[config.mk]
export PLATFORM = sky130hd
export DESIGN_NAME = priority_interrupt_unit
export DESIGN_NICKNAME = d
export VERILOG_FILES = /design/src/rtl/priority_interrupt_unit_pkg.sv /design/src/rtl/request_detect.sv /design/src/rtl/priority_select.sv /design/src/rtl/priority_interrupt_unit.sv
export SDC_FILE = /design/constraint.sdc
export NUM_CORES = 1
export LEC_CHECK = 0
export ABC_AREA = 1
export ABC_CLOCK_PERIOD_IN_PS = 37100
export BUFFER_PORTS_ARGS = -buffer_cell sky130_fd_sc_hd__buf_2
export CAP_MARGIN = 20
export CORE_MARGIN = 2
export CORE_UTILIZATION = 30
export CTS_CLUSTER_SIZE = 16
export DETAILED_ROUTE_END_ITERATION = 12
export HOLD_SLACK_MARGIN = 0.06
export PLACE_DENSITY = 0.47
export SETUP_SLACK_MARGIN = 0.3
export SYNTH_ARGS = -nofsm -noshare
export SYNTH_HDL_FRONTEND = slang
export SYNTH_HIERARCHICAL = 1
export SYNTH_SLANG_ARGS = --single-unit
[constraint.sdc]
create_clock -name clk_sys -period 37.1 [get_ports clk_sys]
set_clock_uncertainty 0.15 [all_clocks]
set_input_delay 7.42 -clock clk_sys [delete_from_list [all_inputs] [get_ports clk_sys]]
set_output_delay 7.42 -clock clk_sys [all_outputs]
set_load 0.01 [all_outputs]
[src/rtl/priority_interrupt_unit_pkg.sv]
package priority_interrupt_unit_pkg;
  localparam int LEVEL_W = 4;
  localparam int NUM_EXT = 6;
  localparam int NUM_PERIPH = 24;
  localparam int NUM_PRIO_REGS = 8;
  localparam int SRC_W = 5;
  localparam logic [SRC_W-1:0] SRC_NMI = 5'h00;
  localparam logic [SRC_W-1:0] SRC_EXT_BASE = 5'h01;
  localparam logic [SRC_W-1:0] SRC_PERIPH_BASE = 5'h07;
  localparam logic [4:0] NMI_PRIORITY = 5'h10;
  localparam logic [LEVEL_W-1:0] NMI_CORE_LEVEL = 4'hf;
  // register indices; byte address is four times the index
  localparam logic [31:0] IDX_PRIORITY_SET_A = 32'hffff_8348;
  localparam logic [31:0] IDX_PRIORITY_SET_B = 32'hffff_834a;
  localparam logic [31:0] IDX_PRIORITY_SET_C = 32'hffff_834c;
  localparam logic [31:0] IDX_PRIORITY_SET_D = 32'hffff_834e;
  localparam logic [31:0] IDX_PRIORITY_SET_E = 32'hffff_8350;
  localparam logic [31:0] IDX_PRIORITY_SET_F = 32'hffff_8352;
  localparam logic [31:0] IDX_PRIORITY_SET_G = 32'hffff_8354;
  localparam logic [31:0] IDX_PRIORITY_SET_H = 32'hffff_8356;
  localparam logic [31:0] IDX_INTERRUPT_CONTROL = 32'hffff_8358;
  localparam logic [31:0] IDX_EXTERNAL_REQUEST_FLAGS = 32'hffff_835a;
  localparam logic [15:0] PRIORITY_RESET = 16'h0000;
  localparam logic [15:0] PRIORITY_SET_B_MASK = 16'h00ff;
  localparam logic [15:0] CONTROL_RESET = 16'h0000;
  localparam logic [15:0] FLAGS_RESET = 16'h0000;
  localparam int CTRL_NMI_LEVEL_BIT = 15;
  localparam int CTRL_NMI_EDGE_BIT = 8;
  localparam logic [15:0] CTRL_WRITE_MASK = 16'h01f3;
  // bit of each external pin (0..3, 6, 7) in control and flag registers
  localparam int EXT_BIT [NUM_EXT] = '{7, 6, 5, 4, 1, 0};
endpackage : priority_interrupt_unit_pkg

[src/rtl/request_detect.sv]
`timescale 1ns/100ps
module request_detect #(
  parameter int N = 6
) (
  input wire logic clk_sys,
  input wire logic rst,
  input wire logic [N-1:0] pin_async,
  input wire logic [N-1:0] sense_edge,
  input wire logic [N-1:0] accept,
  input wire logic read_flags,
  input wire logic [N-1:0] write_zero,
  output logic [N-1:0] pin_low,
  output logic [N-1:0] flag
);
  logic [N-1:0] sync1;
  logic [N-1:0] sync2;
  logic [N-1:0] prev;
  logic [N-1:0] edge_latch;
  logic [N-1:0] seen_one;

  always_ff @(posedge clk_sys or posedge rst) begin
    if (rst) begin
      sync1 <= '1;
      sync2 <= '1;
      prev <= '1;
    end else begin
      sync1 <= pin_async;
      sync2 <= sync1;
      prev <= sync2;
    end
  end

  generate
    if (N < 1) begin : g_chk
      $error("at least one request pin is needed");
    end
  endgenerate

  genvar i;
  generate
    for (i = 0; i < N; i++) begin : g_pin
      logic fall;
      logic clr;
      assign fall = prev[i] & ~sync2[i];
      assign clr = accept[i] | (write_zero[i] & seen_one[i]);
      always_ff @(posedge clk_sys or posedge rst) begin
        if (rst) begin
          edge_latch[i] <= 1'b0;
        end else if (sense_edge[i] && fall) begin
          edge_latch[i] <= 1'b1;
        end else if (clr || !sense_edge[i]) begin
          edge_latch[i] <= 1'b0;
        end
      end
      always_ff @(posedge clk_sys or posedge rst) begin
        if (rst) begin
          seen_one[i] <= 1'b0;
        end else if (read_flags) begin
          seen_one[i] <= flag[i];
        end else if (clr || !sense_edge[i]) begin
          seen_one[i] <= 1'b0;
        end
      end
      assign pin_low[i] = ~sync2[i];
      assign flag[i] = sense_edge[i] ? edge_latch[i] : ~sync2[i];
    end
  endgenerate
endmodule : request_detect

[src/rtl/priority_select.sv]
`timescale 1ns/100ps
module priority_select #(
  parameter int N = 30,
  parameter int LW = 4,
  parameter int IW = 5
) (
  input wire logic [N-1:0] req,
  input wire logic [N*LW-1:0] levels,
  output logic any,
  output logic [IW-1:0] idx,
  output logic [LW-1:0] level
);
  generate
    if (N < 1 || LW < 1 || N > 2 ** IW) begin : g_chk
      $error("source count or field widths not served");
    end
  endgenerate

  always_comb begin
    any = 1'b0;
    idx = '0;
    level = '0;
    for (int i = 0; i < N; i++) begin
      // strictly greater keeps the lower index on a tie
      if (req[i] && levels[i*LW +: LW] != '0 && levels[i*LW +: LW] > level) begin
        any = 1'b1;
        idx = IW'(i);
        level = levels[i*LW +: LW];
      end
    end
  end
endmodule : priority_select

[src/rtl/priority_interrupt_unit.sv]
`timescale 1ns/100ps
module priority_interrupt_unit
  import priority_interrupt_unit_pkg::*;
#(
  parameter int NUM_PERIPH_SRC = priority_interrupt_unit_pkg::NUM_PERIPH
) (
  input wire logic clk_sys,
  input wire logic rst,
  input wire logic [31:0] avs_address,
  input wire logic avs_read,
  input wire logic avs_write,
  input wire logic [31:0] avs_writedata,
  input wire logic [3:0] avs_byteenable,
  output logic [31:0] avs_readdata,
  output logic avs_waitrequest,
  input wire logic nmi_pin,
  input wire logic [3:0] external_request_pins_low,
  input wire logic [1:0] external_request_pins_high,
  input wire logic [NUM_PERIPH_SRC-1:0] peripheral_req,
  input wire logic [priority_interrupt_unit_pkg::LEVEL_W-1:0] core_mask_level,
  input wire logic core_delay_slot,
  input wire logic core_after_reg_transfer,
  input wire logic core_accept,
  input wire logic core_address_error,
  output logic irq_request,
  output logic [priority_interrupt_unit_pkg::LEVEL_W-1:0] irq_level,
  output logic [priority_interrupt_unit_pkg::SRC_W-1:0] irq_source,
  output logic irq_nonmaskable,
  output logic address_error_take
);
  import priority_interrupt_unit_pkg::*;

  localparam int NUM_SRC = NUM_EXT + NUM_PERIPH_SRC;

  generate
    if (NUM_PERIPH_SRC < 1 || NUM_PERIPH_SRC > 4 * (NUM_PRIO_REGS - 2)) begin : g_chk
      $error("peripheral source count not served by priority registers");
    end
    if (int'(SRC_EXT_BASE) + NUM_SRC > 2 ** SRC_W) begin : g_chk_src
      $error("source index field too narrow for the source count");
    end
  endgenerate

  typedef enum logic {BUS_IDLE, BUS_ANSWER} bus_state_e;

  bus_state_e bus_state;
  logic [15:0] priority_set [NUM_PRIO_REGS];
  logic [15:0] interrupt_control;
  logic nmi_sync1;
  logic nmi_sync2;
  logic nmi_prev;
  logic nmi_pending;
  logic nmi_edge;
  logic [NUM_EXT-1:0] ext_pins;
  logic [NUM_EXT-1:0] ext_sense_edge;
  logic [NUM_EXT-1:0] ext_flag;
  logic [NUM_EXT-1:0] ext_pin_low;
  logic [NUM_EXT-1:0] ext_accept;
  logic [NUM_EXT-1:0] ext_write_zero;
  logic [15:0] flags_view;
  logic [NUM_SRC-1:0] src_req;
  logic [NUM_SRC*LEVEL_W-1:0] src_levels;
  logic win_any;
  logic [SRC_W-1:0] win_idx;
  logic [LEVEL_W-1:0] win_level;
  logic int_blocked;
  logic maskable_ok;
  logic bus_take;
  logic bus_wr;
  logic bus_rd;
  logic [15:0] wr_data;
  logic [15:0] wr_keep;
  logic [15:0] next_readdata;
  logic [2:0] prio_sel;
  logic prio_hit;
  logic ctrl_hit;
  logic flags_hit;
  logic aerr_held;

  // avalon slave: one answer cycle with waitrequest low
  always_ff @(posedge clk_sys or posedge rst) begin
    if (rst) begin
      bus_state <= BUS_IDLE;
    end else begin
      case (bus_state)
        BUS_IDLE: begin
          if (avs_read || avs_write) begin
            bus_state <= BUS_ANSWER;
          end
        end
        BUS_ANSWER: begin
          bus_state <= BUS_IDLE;
        end
        default: begin
          bus_state <= BUS_IDLE;
        end
      endcase
    end
  end

  always_ff @(posedge clk_sys or posedge rst) begin
    if (rst) begin
      avs_waitrequest <= 1'b1;
    end else begin
      avs_waitrequest <= !(bus_state == BUS_IDLE && (avs_read || avs_write));
    end
  end

  assign bus_take = (bus_state == BUS_ANSWER) && !avs_waitrequest;
  assign bus_wr = bus_take && avs_write;
  assign bus_rd = (bus_state == BUS_IDLE) && avs_read;

  always_comb begin
    prio_hit = 1'b0;
    prio_sel = 3'h0;
    for (int r = 0; r < NUM_PRIO_REGS; r++) begin
      if (avs_address == IDX_PRIORITY_SET_A + 32'(2 * r)) begin
        prio_hit = 1'b1;
        prio_sel = 3'(r);
      end
    end
  end

  assign ctrl_hit = (avs_address == IDX_INTERRUPT_CONTROL);
  assign flags_hit = (avs_address == IDX_EXTERNAL_REQUEST_FLAGS);
  assign wr_keep = {{8{avs_byteenable[1]}}, {8{avs_byteenable[0]}}};
  assign wr_data = avs_writedata[15:0];

  // priority registers, each field sets one source level except the upper byte of B, which sets none
  always_ff @(posedge clk_sys or posedge rst) begin
    if (rst) begin
      for (int r = 0; r < NUM_PRIO_REGS; r++) begin
        priority_set[r] <= PRIORITY_RESET;
      end
    end else if (bus_wr && prio_hit) begin
      priority_set[prio_sel] <= (priority_set[prio_sel] & ~wr_keep) | (wr_data & wr_keep);
    end
  end

  // control register; bit 15 is the live pin level, not stored
  always_ff @(posedge clk_sys or posedge rst) begin
    if (rst) begin
      interrupt_control <= CONTROL_RESET;
    end else if (bus_wr && ctrl_hit) begin
      interrupt_control <= (interrupt_control & ~(wr_keep & CTRL_WRITE_MASK))
        | (wr_data & wr_keep & CTRL_WRITE_MASK);
    end
  end

  always_comb begin
    flags_view = FLAGS_RESET;
    ext_write_zero = '0;
    for (int e = 0; e < NUM_EXT; e++) begin
      flags_view[EXT_BIT[e]] = ext_flag[e];
      ext_write_zero[e] = bus_wr && flags_hit && wr_keep[EXT_BIT[e]]
        && !wr_data[EXT_BIT[e]];
      ext_sense_edge[e] = interrupt_control[EXT_BIT[e]];
    end
  end

  always_comb begin
    next_readdata = 16'h0000;
    if (prio_hit) begin
      next_readdata = priority_set[prio_sel];
      if (prio_sel == 3'h1) begin
        next_readdata = priority_set[prio_sel] & PRIORITY_SET_B_MASK;
      end
    end else if (ctrl_hit) begin
      next_readdata = interrupt_control;
      next_readdata[CTRL_NMI_LEVEL_BIT] = nmi_sync2;
    end else if (flags_hit) begin
      next_readdata = flags_view;
    end
  end

  always_ff @(posedge clk_sys or posedge rst) begin
    if (rst) begin
      avs_readdata <= 32'h0000_0000;
    end else if (bus_rd) begin
      avs_readdata <= {16'h0000, next_readdata};
    end
  end

  // nonmaskable pin: synchronise, pick edge, latch
  always_ff @(posedge clk_sys or posedge rst) begin
    if (rst) begin
      nmi_sync1 <= 1'b0;
      nmi_sync2 <= 1'b0;
      nmi_prev <= 1'b0;
    end else begin
      nmi_sync1 <= nmi_pin;
      nmi_sync2 <= nmi_sync1;
      nmi_prev <= nmi_sync2;
    end
  end

  assign nmi_edge = interrupt_control[CTRL_NMI_EDGE_BIT]
    ? (nmi_sync2 && !nmi_prev) : (!nmi_sync2 && nmi_prev);

  always_ff @(posedge clk_sys or posedge rst) begin
    if (rst) begin
      nmi_pending <= 1'b0;
    end else if (nmi_edge) begin
      nmi_pending <= 1'b1;
    end else if (core_accept && irq_nonmaskable) begin
      nmi_pending <= 1'b0;
    end
  end

  // external pins
  assign ext_pins = {external_request_pins_high, external_request_pins_low};

  always_comb begin
    ext_accept = '0;
    for (int e = 0; e < NUM_EXT; e++) begin
      ext_accept[e] = core_accept && !irq_nonmaskable
        && irq_source == SRC_EXT_BASE + SRC_W'(e);
    end
  end

  request_detect #(
    .N(NUM_EXT)
  ) u_detect (
    .clk_sys(clk_sys),
    .rst(rst),
    .pin_async(ext_pins),
    .sense_edge(ext_sense_edge),
    .accept(ext_accept),
    .read_flags(bus_rd && flags_hit),
    .write_zero(ext_write_zero),
    .pin_low(ext_pin_low),
    .flag(ext_flag)
  );

  // source vector with one level field per source
  genvar s;
  generate
    for (s = 0; s < NUM_EXT; s++) begin : g_ext_src
      localparam int REG = (s < 4) ? 0 : 1;
      localparam int FLD = (s < 4) ? (3 - s) : (5 - s);
      assign src_req[s] = ext_sense_edge[s] ? ext_flag[s] : ext_pin_low[s];
      assign src_levels[s*LEVEL_W +: LEVEL_W] = priority_set[REG][FLD*LEVEL_W +: LEVEL_W];
    end
    for (s = 0; s < NUM_PERIPH_SRC; s++) begin : g_per_src
      localparam int REG = 2 + s / 4;
      localparam int FLD = 3 - (s % 4);
      assign src_req[NUM_EXT + s] = peripheral_req[s];
      assign src_levels[(NUM_EXT + s)*LEVEL_W +: LEVEL_W] =
        priority_set[REG][FLD*LEVEL_W +: LEVEL_W];
    end
  endgenerate

  priority_select #(
    .N(NUM_SRC),
    .LW(LEVEL_W),
    .IW(SRC_W)
  ) u_select (
    .req(src_req),
    .levels(src_levels),
    .any(win_any),
    .idx(win_idx),
    .level(win_level)
  );

  assign int_blocked = core_delay_slot || core_after_reg_transfer;
  assign maskable_ok = win_any && (win_level > core_mask_level);

  // presented request is registered; blocked sources stay latched
  always_ff @(posedge clk_sys or posedge rst) begin
    if (rst) begin
      irq_request <= 1'b0;
      irq_level <= '0;
      irq_source <= SRC_NMI;
      irq_nonmaskable <= 1'b0;
    end else if (core_accept || int_blocked) begin
      irq_request <= 1'b0;
    end else if (nmi_pending) begin
      irq_request <= 1'b1;
      irq_level <= NMI_CORE_LEVEL;
      irq_source <= SRC_NMI;
      irq_nonmaskable <= 1'b1;
    end else begin
      irq_request <= maskable_ok;
      irq_level <= win_level;
      irq_source <= SRC_EXT_BASE + win_idx;
      irq_nonmaskable <= 1'b0;
    end
  end

  // an address error raised in the delay slot is kept until the slot ends
  always_ff @(posedge clk_sys or posedge rst) begin
    if (rst) begin
      aerr_held <= 1'b0;
    end else if (core_delay_slot && core_address_error) begin
      aerr_held <= 1'b1;
    end else if (!core_delay_slot) begin
      aerr_held <= 1'b0;
    end
  end

  // address errors wait only during the delay slot
  always_ff @(posedge clk_sys or posedge rst) begin
    if (rst) begin
      address_error_take <= 1'b0;
    end else begin
      address_error_take <= (core_address_error || aerr_held) && !core_delay_slot;
    end
  end
endmodule : priority_interrupt_unit

==> results_dict.tcl, run 1 <==
set metrics [dict create \
    clock.fmax_mhz 29.76 \
    antenna_found_initial 0 \
    cts_root_buffer "clkbuf_16" \
    max-slew-margin-rel_pct 23.91 \
    mostFrequentLayoutCell "nand2_1" \
    clkSlewWorstSetupHoldPaths_ps 70 \
    final_cell_mix "nand2_1, nand3_1, inv_1, dfrtp_1, buf_2" \
    cts_tree "built" \
    setup_viol 0 \
    place_hpwl_mm 47.73 \
    drt-initial-drc-count 1315 \
    die_h_um 241.6 \
    cp_num_buf_inv 26 \
    syn_area_sq_mm 0.01694 \
    avgSynthCellArea_sq_um 6.874 \
    crit_top_cell "nand2_4" \
    dieArea_sq_mm 0.05838 \
    critPathLaunchType "primary input" \
    outcome "finished clean" \
    io_pins 156 \
    fp.dieW_um 241.6 \
    drive_gt1_share_pct 17.15 \
    portBuffers 121 \
    grt.total_usage_pct 21.37 \
    post-route-util_pct 33.60 \
    final_hold_viol_count 0 \
    first_pass_iters 6 \
    ys_warn_count 6 \
    tightestPinTransition_ps 1134 \
    syn2layout_area_growth_pct 11.22 \
    critPathKind "primary input to flop" \
    placed_area_sq_mm 0.01814 \
    critical_path.slowest_cell "ha_1" \
    multi_input_area_sq_mm 0.01036 \
    report.final.slew_viol_count 0 \
    grt_use_met2_pct 33.53 \
    detail-route-antenna-nets 0 \
    regArea_sq_mm 0.005030 \
    place_ws_ps 2890 \
    grt_use_met1_pct 29.75 \
    ir_drop_uv 37.68 \
    ys_seq_area_share_pct 29.69 \
    tns_ps 0 \
    drt-total-wl_mm 63.46 \
    total_power_w 0.0004741 \
    htreeDepth 4 \
    nFillCells 6010 \
    drc 0 \
    critPathRequiredTime_ps 37310 \
    finalNetCount 2763 \
    core-area_sq_mm 0.05606 \
    grt_setup_unrepaired "no" \
    synth_cell_type_count 49 \
    setup_slack_ps 3497 \
    syn-instance-count 2464 \
    clock_sinks 200 \
    path_delay_family "simple AND/OR/NAND/NOR gates" \
    drv_cap 0 \
    critPathMaxFanout 10 \
    cp-end-kind "flop" \
    arrival_ps 33810 \
    hold_path_class "flop to flop" \
    grt_overflow_total 0 \
    start_util_pct 30.21 \
    grt_pass1_wl_mm 94.99 \
    max_stage_delay_ps 360 \
    clockBufferDepth 2 \
    grt_max_degree 67 \
    routabilityCongestion 0.9031 \
    min_period_ps 33600 \
    vias_per_cell 5.002 \
    timing.final.crit_share_pct 90.57 \
    rows 87 \
    grt.busiest_layer "met2" \
    power.density_mw_per_mm2 25.17 \
    routedWlPerCell_um 19.08 \
    clk_latency_ps 480 \
    vias 16640 \
    cts_made_buffers 17 \
    antennaDiodeCount 0 \
    grt_pass1_vias 15610 \
    use_met3_pct 3.052 \
    stdcell_area_sq_mm 0.01884 \
    ys_ff_latch 200 \
    p_leak_nw 10.03 \
]
kinds of logic after synthesis:
family	share of synthesized area, %
adders and majority gates	6.944
buffers and inverters	9.677
DFF	29.69
and+or+nand+nor	44.81
muxes	0.1330
AOI/OAI and AO/OA	8.569
other	0.02214
xor gates and xnor gates	0.1552
power by group:
| part | switching, W | internal [W] | total, W |
|---|---|---|---|
| registers | 0.00000209 | 0.000222 | 0.000224 |
| logic | 0.0000278 | 0.00000902 | 0.0000368 |
| clock network | 0.0000966 | 0.000117 | 0.000213 |
| total | 0.000126 | 0.000348 | 0.000474 |
final cells by class:
cell class | count | share of cell area (%)
repair buffers | 132 | 3.653
clock inverters | 14 | 1.103
inverters | 309 | 6.197
well taps | 756 | 5.021
multi-input cells | 1898 | 54.99
clock buffers | 18 | 2.331
flip-flops and latches | 200 | 26.70
Yosys cell counts (all sizes together):
library cell	count	share of area, %
nor2	181	5.8
clkinv	2	0.044
o211ai	1	0.044
o41ai	26	1.3
nand3	394	13
and2	1	0.037
dfstp	19	2.9
xnor2	1	0.052
nor4	3	0.11
inv	307	6.8
nand2	885	22
dfrtp	181	27
nor3	11	0.39
a41oi	1	0.052
nand4	41	1.6
mux2	2	0.13
and3	1	0.037
conb	1	0.022
nand3b	28	1.2
a21oi	27	0.82
o21a	2	0.089
clkbuf	12	0.27
o21ai	114	3.6
xor2	2	0.10
buf	60	2.5
ha	94	6.9
o22ai	1	0.037
or2	9	0.33
o31ai	2	0.089
o22a	3	0.16
o21bai	52	2.3
per-stage QoR:
step                instances  hold WS (ps)
floorplan                2479         181.2
global placement         3291         187.8
detailed placement       3292         191.1
CTS                      3324         207.1
global route             3327         211.6
finish                   3327         202.5
sequential cells by signal, indices dropped and copies added (netlist names), named ones only:
| signal | cells |
|---|---|
| u_detect/sync2 | 6 |
| u_detect/seen_one | 6 |
| u_detect/edge_latch | 6 |
| priority_set | 128 |
| irq_request | 1 |
| bus_state | 1 |
| irq_level | 4 |
| nmi_sync1 | 1 |
| avs_waitrequest | 1 |
| nmi_prev | 1 |
| irq_nonmaskable | 1 |
| nmi_pending | 1 |
| address_error_take | 1 |
| u_detect/prev | 6 |
| aerr_held | 1 |
| nmi_sync2 | 1 |
| u_detect/sync1 | 6 |
| avs_readdata | 16 |
| irq_source | 5 |
per-layer routing:
metal  share of wire (%)  vias up
met5                   0        -
met3                 5.5       96
met1                  46     7863
met2                  45      515
li1                    -     8167
met4                 3.5        0
worst paths after layout:
| path | startpoint | end | slack, ps | cells past startpoint |
|---|---|---|---|---|
| worst max-delay path | peripheral_req[0] | irq_request | 3500 | 200 |
| worst min-delay path | nmi_sync1 | nmi_sync2 | 200 | 0 |
| max in group asynchronous | rst | priority_set[123] | 28660 | 3 |
| worst min register to register | nmi_sync1 | nmi_sync2 | 200 | 0 |
| min in group asynchronous | rst | u_detect/edge_latch[4] | 6890 | 3 |
| worst max register to register | flop | irq_request | 3610 | 247 |
timing repair:
item	4_1_cts	5_1_grt
endpoints found under the setup margin	0	5
resized for setup	0	16
setup buffers	0	2
hold buffers	0	0
Power figures use the tool's default switching activity.
==> run 2, diff against run 1 <==
==> constraint.sdc (replaced) <==
create_clock -name clk_sys -period 37.1 [get_ports clk_sys]
set_clock_uncertainty 0.15 [all_clocks]
set_input_delay 1.855 -clock clk_sys [delete_from_list [all_inputs] [get_ports clk_sys]]
set_output_delay 1.855 -clock clk_sys [all_outputs]
set_load 0.01 [all_outputs]
==> run 2 against run 1 <==
Compared with the run above: non-clock buffer count rose by 2; clock power fell by 5%; critical path depth rose by 45; largest power group unchanged; critical path type is now flop to flop; wire length fell by 0.57%.
==> results_dict.tcl, run 2 (synthesis gave the netlist of run 1 again) <==
set metrics [dict create \
    place_ws_ps 3265 \
    cts_tree "built" \
    ir_drop_uv 32.33 \
    arrival_ps 33520 \
    stdcell_count 3329 \
    cts_root_buffer "clkbuf_16" \
    seqPwrFrac_pct 48.3 \
    antennaDiodeCount 0 \
    detail-route-antenna-nets 0 \
    p_leak_nw 10.02 \
    top_regs "priority_set: 128 flops, avs_readdata: 16 flops" \
    die_h_um 241.6 \
    critPathLaunchType "flop" \
    critPathKind "flop to flop" \
    total_power_w 0.0004641 \
    report.final.slew_viol_count 0 \
    start_util_pct 30.21 \
    final_hold_viol_count 0 \
    portBuffers 121 \
    setup_viol 0 \
    nFillCells 6086 \
    grt_use_met1_pct 29.42 \
    swShare_pct 26.97 \
    grt_use_met2_pct 33.28 \
    grt_setup_unrepaired "no" \
    max_stage_delay_ps 440 \
    vias_per_cell 5.026 \
    multi_input_area_sq_mm 0.01036 \
    finalNetCount 2765 \
    outcome "finished clean" \
    use_met3_pct 3.507 \
    max-slew-margin-rel_pct 25.33 \
    drc 0 \
    clk_latency_ps 480 \
    antenna_found_initial 0 \
    first_pass_iters 6 \
    place_inst 3293 \
    switchingPower_w 0.0001252 \
    ctsHoldBuffers 0 \
    fp.dieW_um 241.6 \
    clock.fmax_mhz 30.02 \
    grt_pass1_vias 15740 \
    intPower_w 0.0003389 \
    routedWlPerCell_um 18.96 \
    regArea_sq_mm 0.005030 \
    place_hpwl_mm 47.73 \
    io_pins 156 \
    clkSlewWorstSetupHoldPaths_ps 80 \
    crit_top_cell "nand2_4" \
    tightestPinTransition_ps 1113 \
    grt.busiest_layer "met2" \
    cp-end-kind "flop" \
    drv_cap 0 \
    drive_gt1_share_pct 17.22 \
    critical_path.slowest_cell "dfrtp_2" \
    power.density_mw_per_mm2 24.65 \
    clock_sinks 200 \
    drt-total-wl_mm 63.11 \
    cts_made_buffers 17 \
    hold_path_class "flop to flop" \
    largest_register_ffs 128 \
    grt.total_usage_pct 21.17 \
    htreeDepth 4 \
    top_register "priority_set" \
    min_period_ps 33310 \
    timing.final.crit_share_pct 89.79 \
    clockBufferDepth 2 \
    drt-initial-drc-count 1138 \
    routabilityCongestion 0.9161 \
    final_cell_mix "nand2_1, nand3_1, inv_1, dfrtp_1, buf_2" \
    grt_max_degree 68 \
    dieArea_sq_mm 0.05838 \
    syn2layout_area_growth_pct 11.16 \
    critPathMaxFanout 11 \
    critPathRequiredTime_ps 37300 \
    post-route-util_pct 33.59 \
    setup_slack_ps 3786 \
    pwr-share-comb_pct 7.9 \
    mostFrequentLayoutCell "nand2_1" \
    rows 87 \
    grt_pass1_wl_mm 94.39 \
    tns_ps 0 \
    power_frac_clock_pct 43.8 \
    core-area_sq_mm 0.05606 \
    vias 16730 \
    grt_overflow_total 0 \
]
run 2: cell types whose count changed in the layout (fill, tap and decap cells not counted), sizes merged:
| cell | previous run | this run |
|---|---|---|
| buf | 132 | 134 |
| bufinv | 4 | 3 |
| clkbuf | 18 | 17 |
| clkinv | 5 | 7 |
run 2: layer usage:
metal  routed length [um]  part of all wire (%)
met1                28900                    46
met2                28340                    45
met3                 4079                   6.5
met4                 1792                   2.8
met5                    0                     0
run 2: cell type report:
cell class | count | area share [%]
inverter | 309 | 6.200
clock inverter | 15 | 1.003
multi-input combinational | 1898 | 55.04
timing repair buffer | 134 | 3.755
clock buffer | 17 | 2.259
sequential | 200 | 26.71
tap | 756 | 5.024
run 2: path summary, 6_finish.rpt:
path	from	to	slack, ps	depth (start not counted)
max	flop	irq_request	3790	245
min	nmi_sync1	nmi_sync2	210	0
max reg2reg	flop	irq_request	3790	245
min reg2reg	nmi_sync1	nmi_sync2	210	0
max in group asynchronous	rst	async pin	34080	3
min in group asynchronous	rst	nmi_sync1	1270	2
run 2: timing repair:
action,in CTS,in global routing
setup endpoints to repair,0,10
gates resized for setup,0,19
buffers inserted,0,3
run 2: power by group through the flow:
stage,Clock [W],Combinational (W),Sequential (W)
after floorplan,0,0.0000169,0.000229
after global placement,0,0.0000366,0.000228
after detailed placement,0,0.0000366,0.000228
after CTS,0.000207,0.0000367,0.000224
after global routing,0.000214,0.0000394,0.000225
final,0.000203,0.0000369,0.000224
run 2: through the flow:
stage	cell area [sq um]	hold WS, ps
6_report	18830	205.7
5_1_grt	18830	209.9
4_1_cts	18760	207.8
3_5_place_dp	18150	191.0
3_3_place_gp	18130	184.0
2_1_floorplan	16990	181.2
run 2: worst max-delay path, delay by kind of cell, from the launching register on:
family | cells | cell delay, ps
simple gates | 125 | 13300
fa+ha+maj | 30 | 9720
compound gates | 58 | 7890
buf+inv | 32 | 1580
flops | 1 | 440
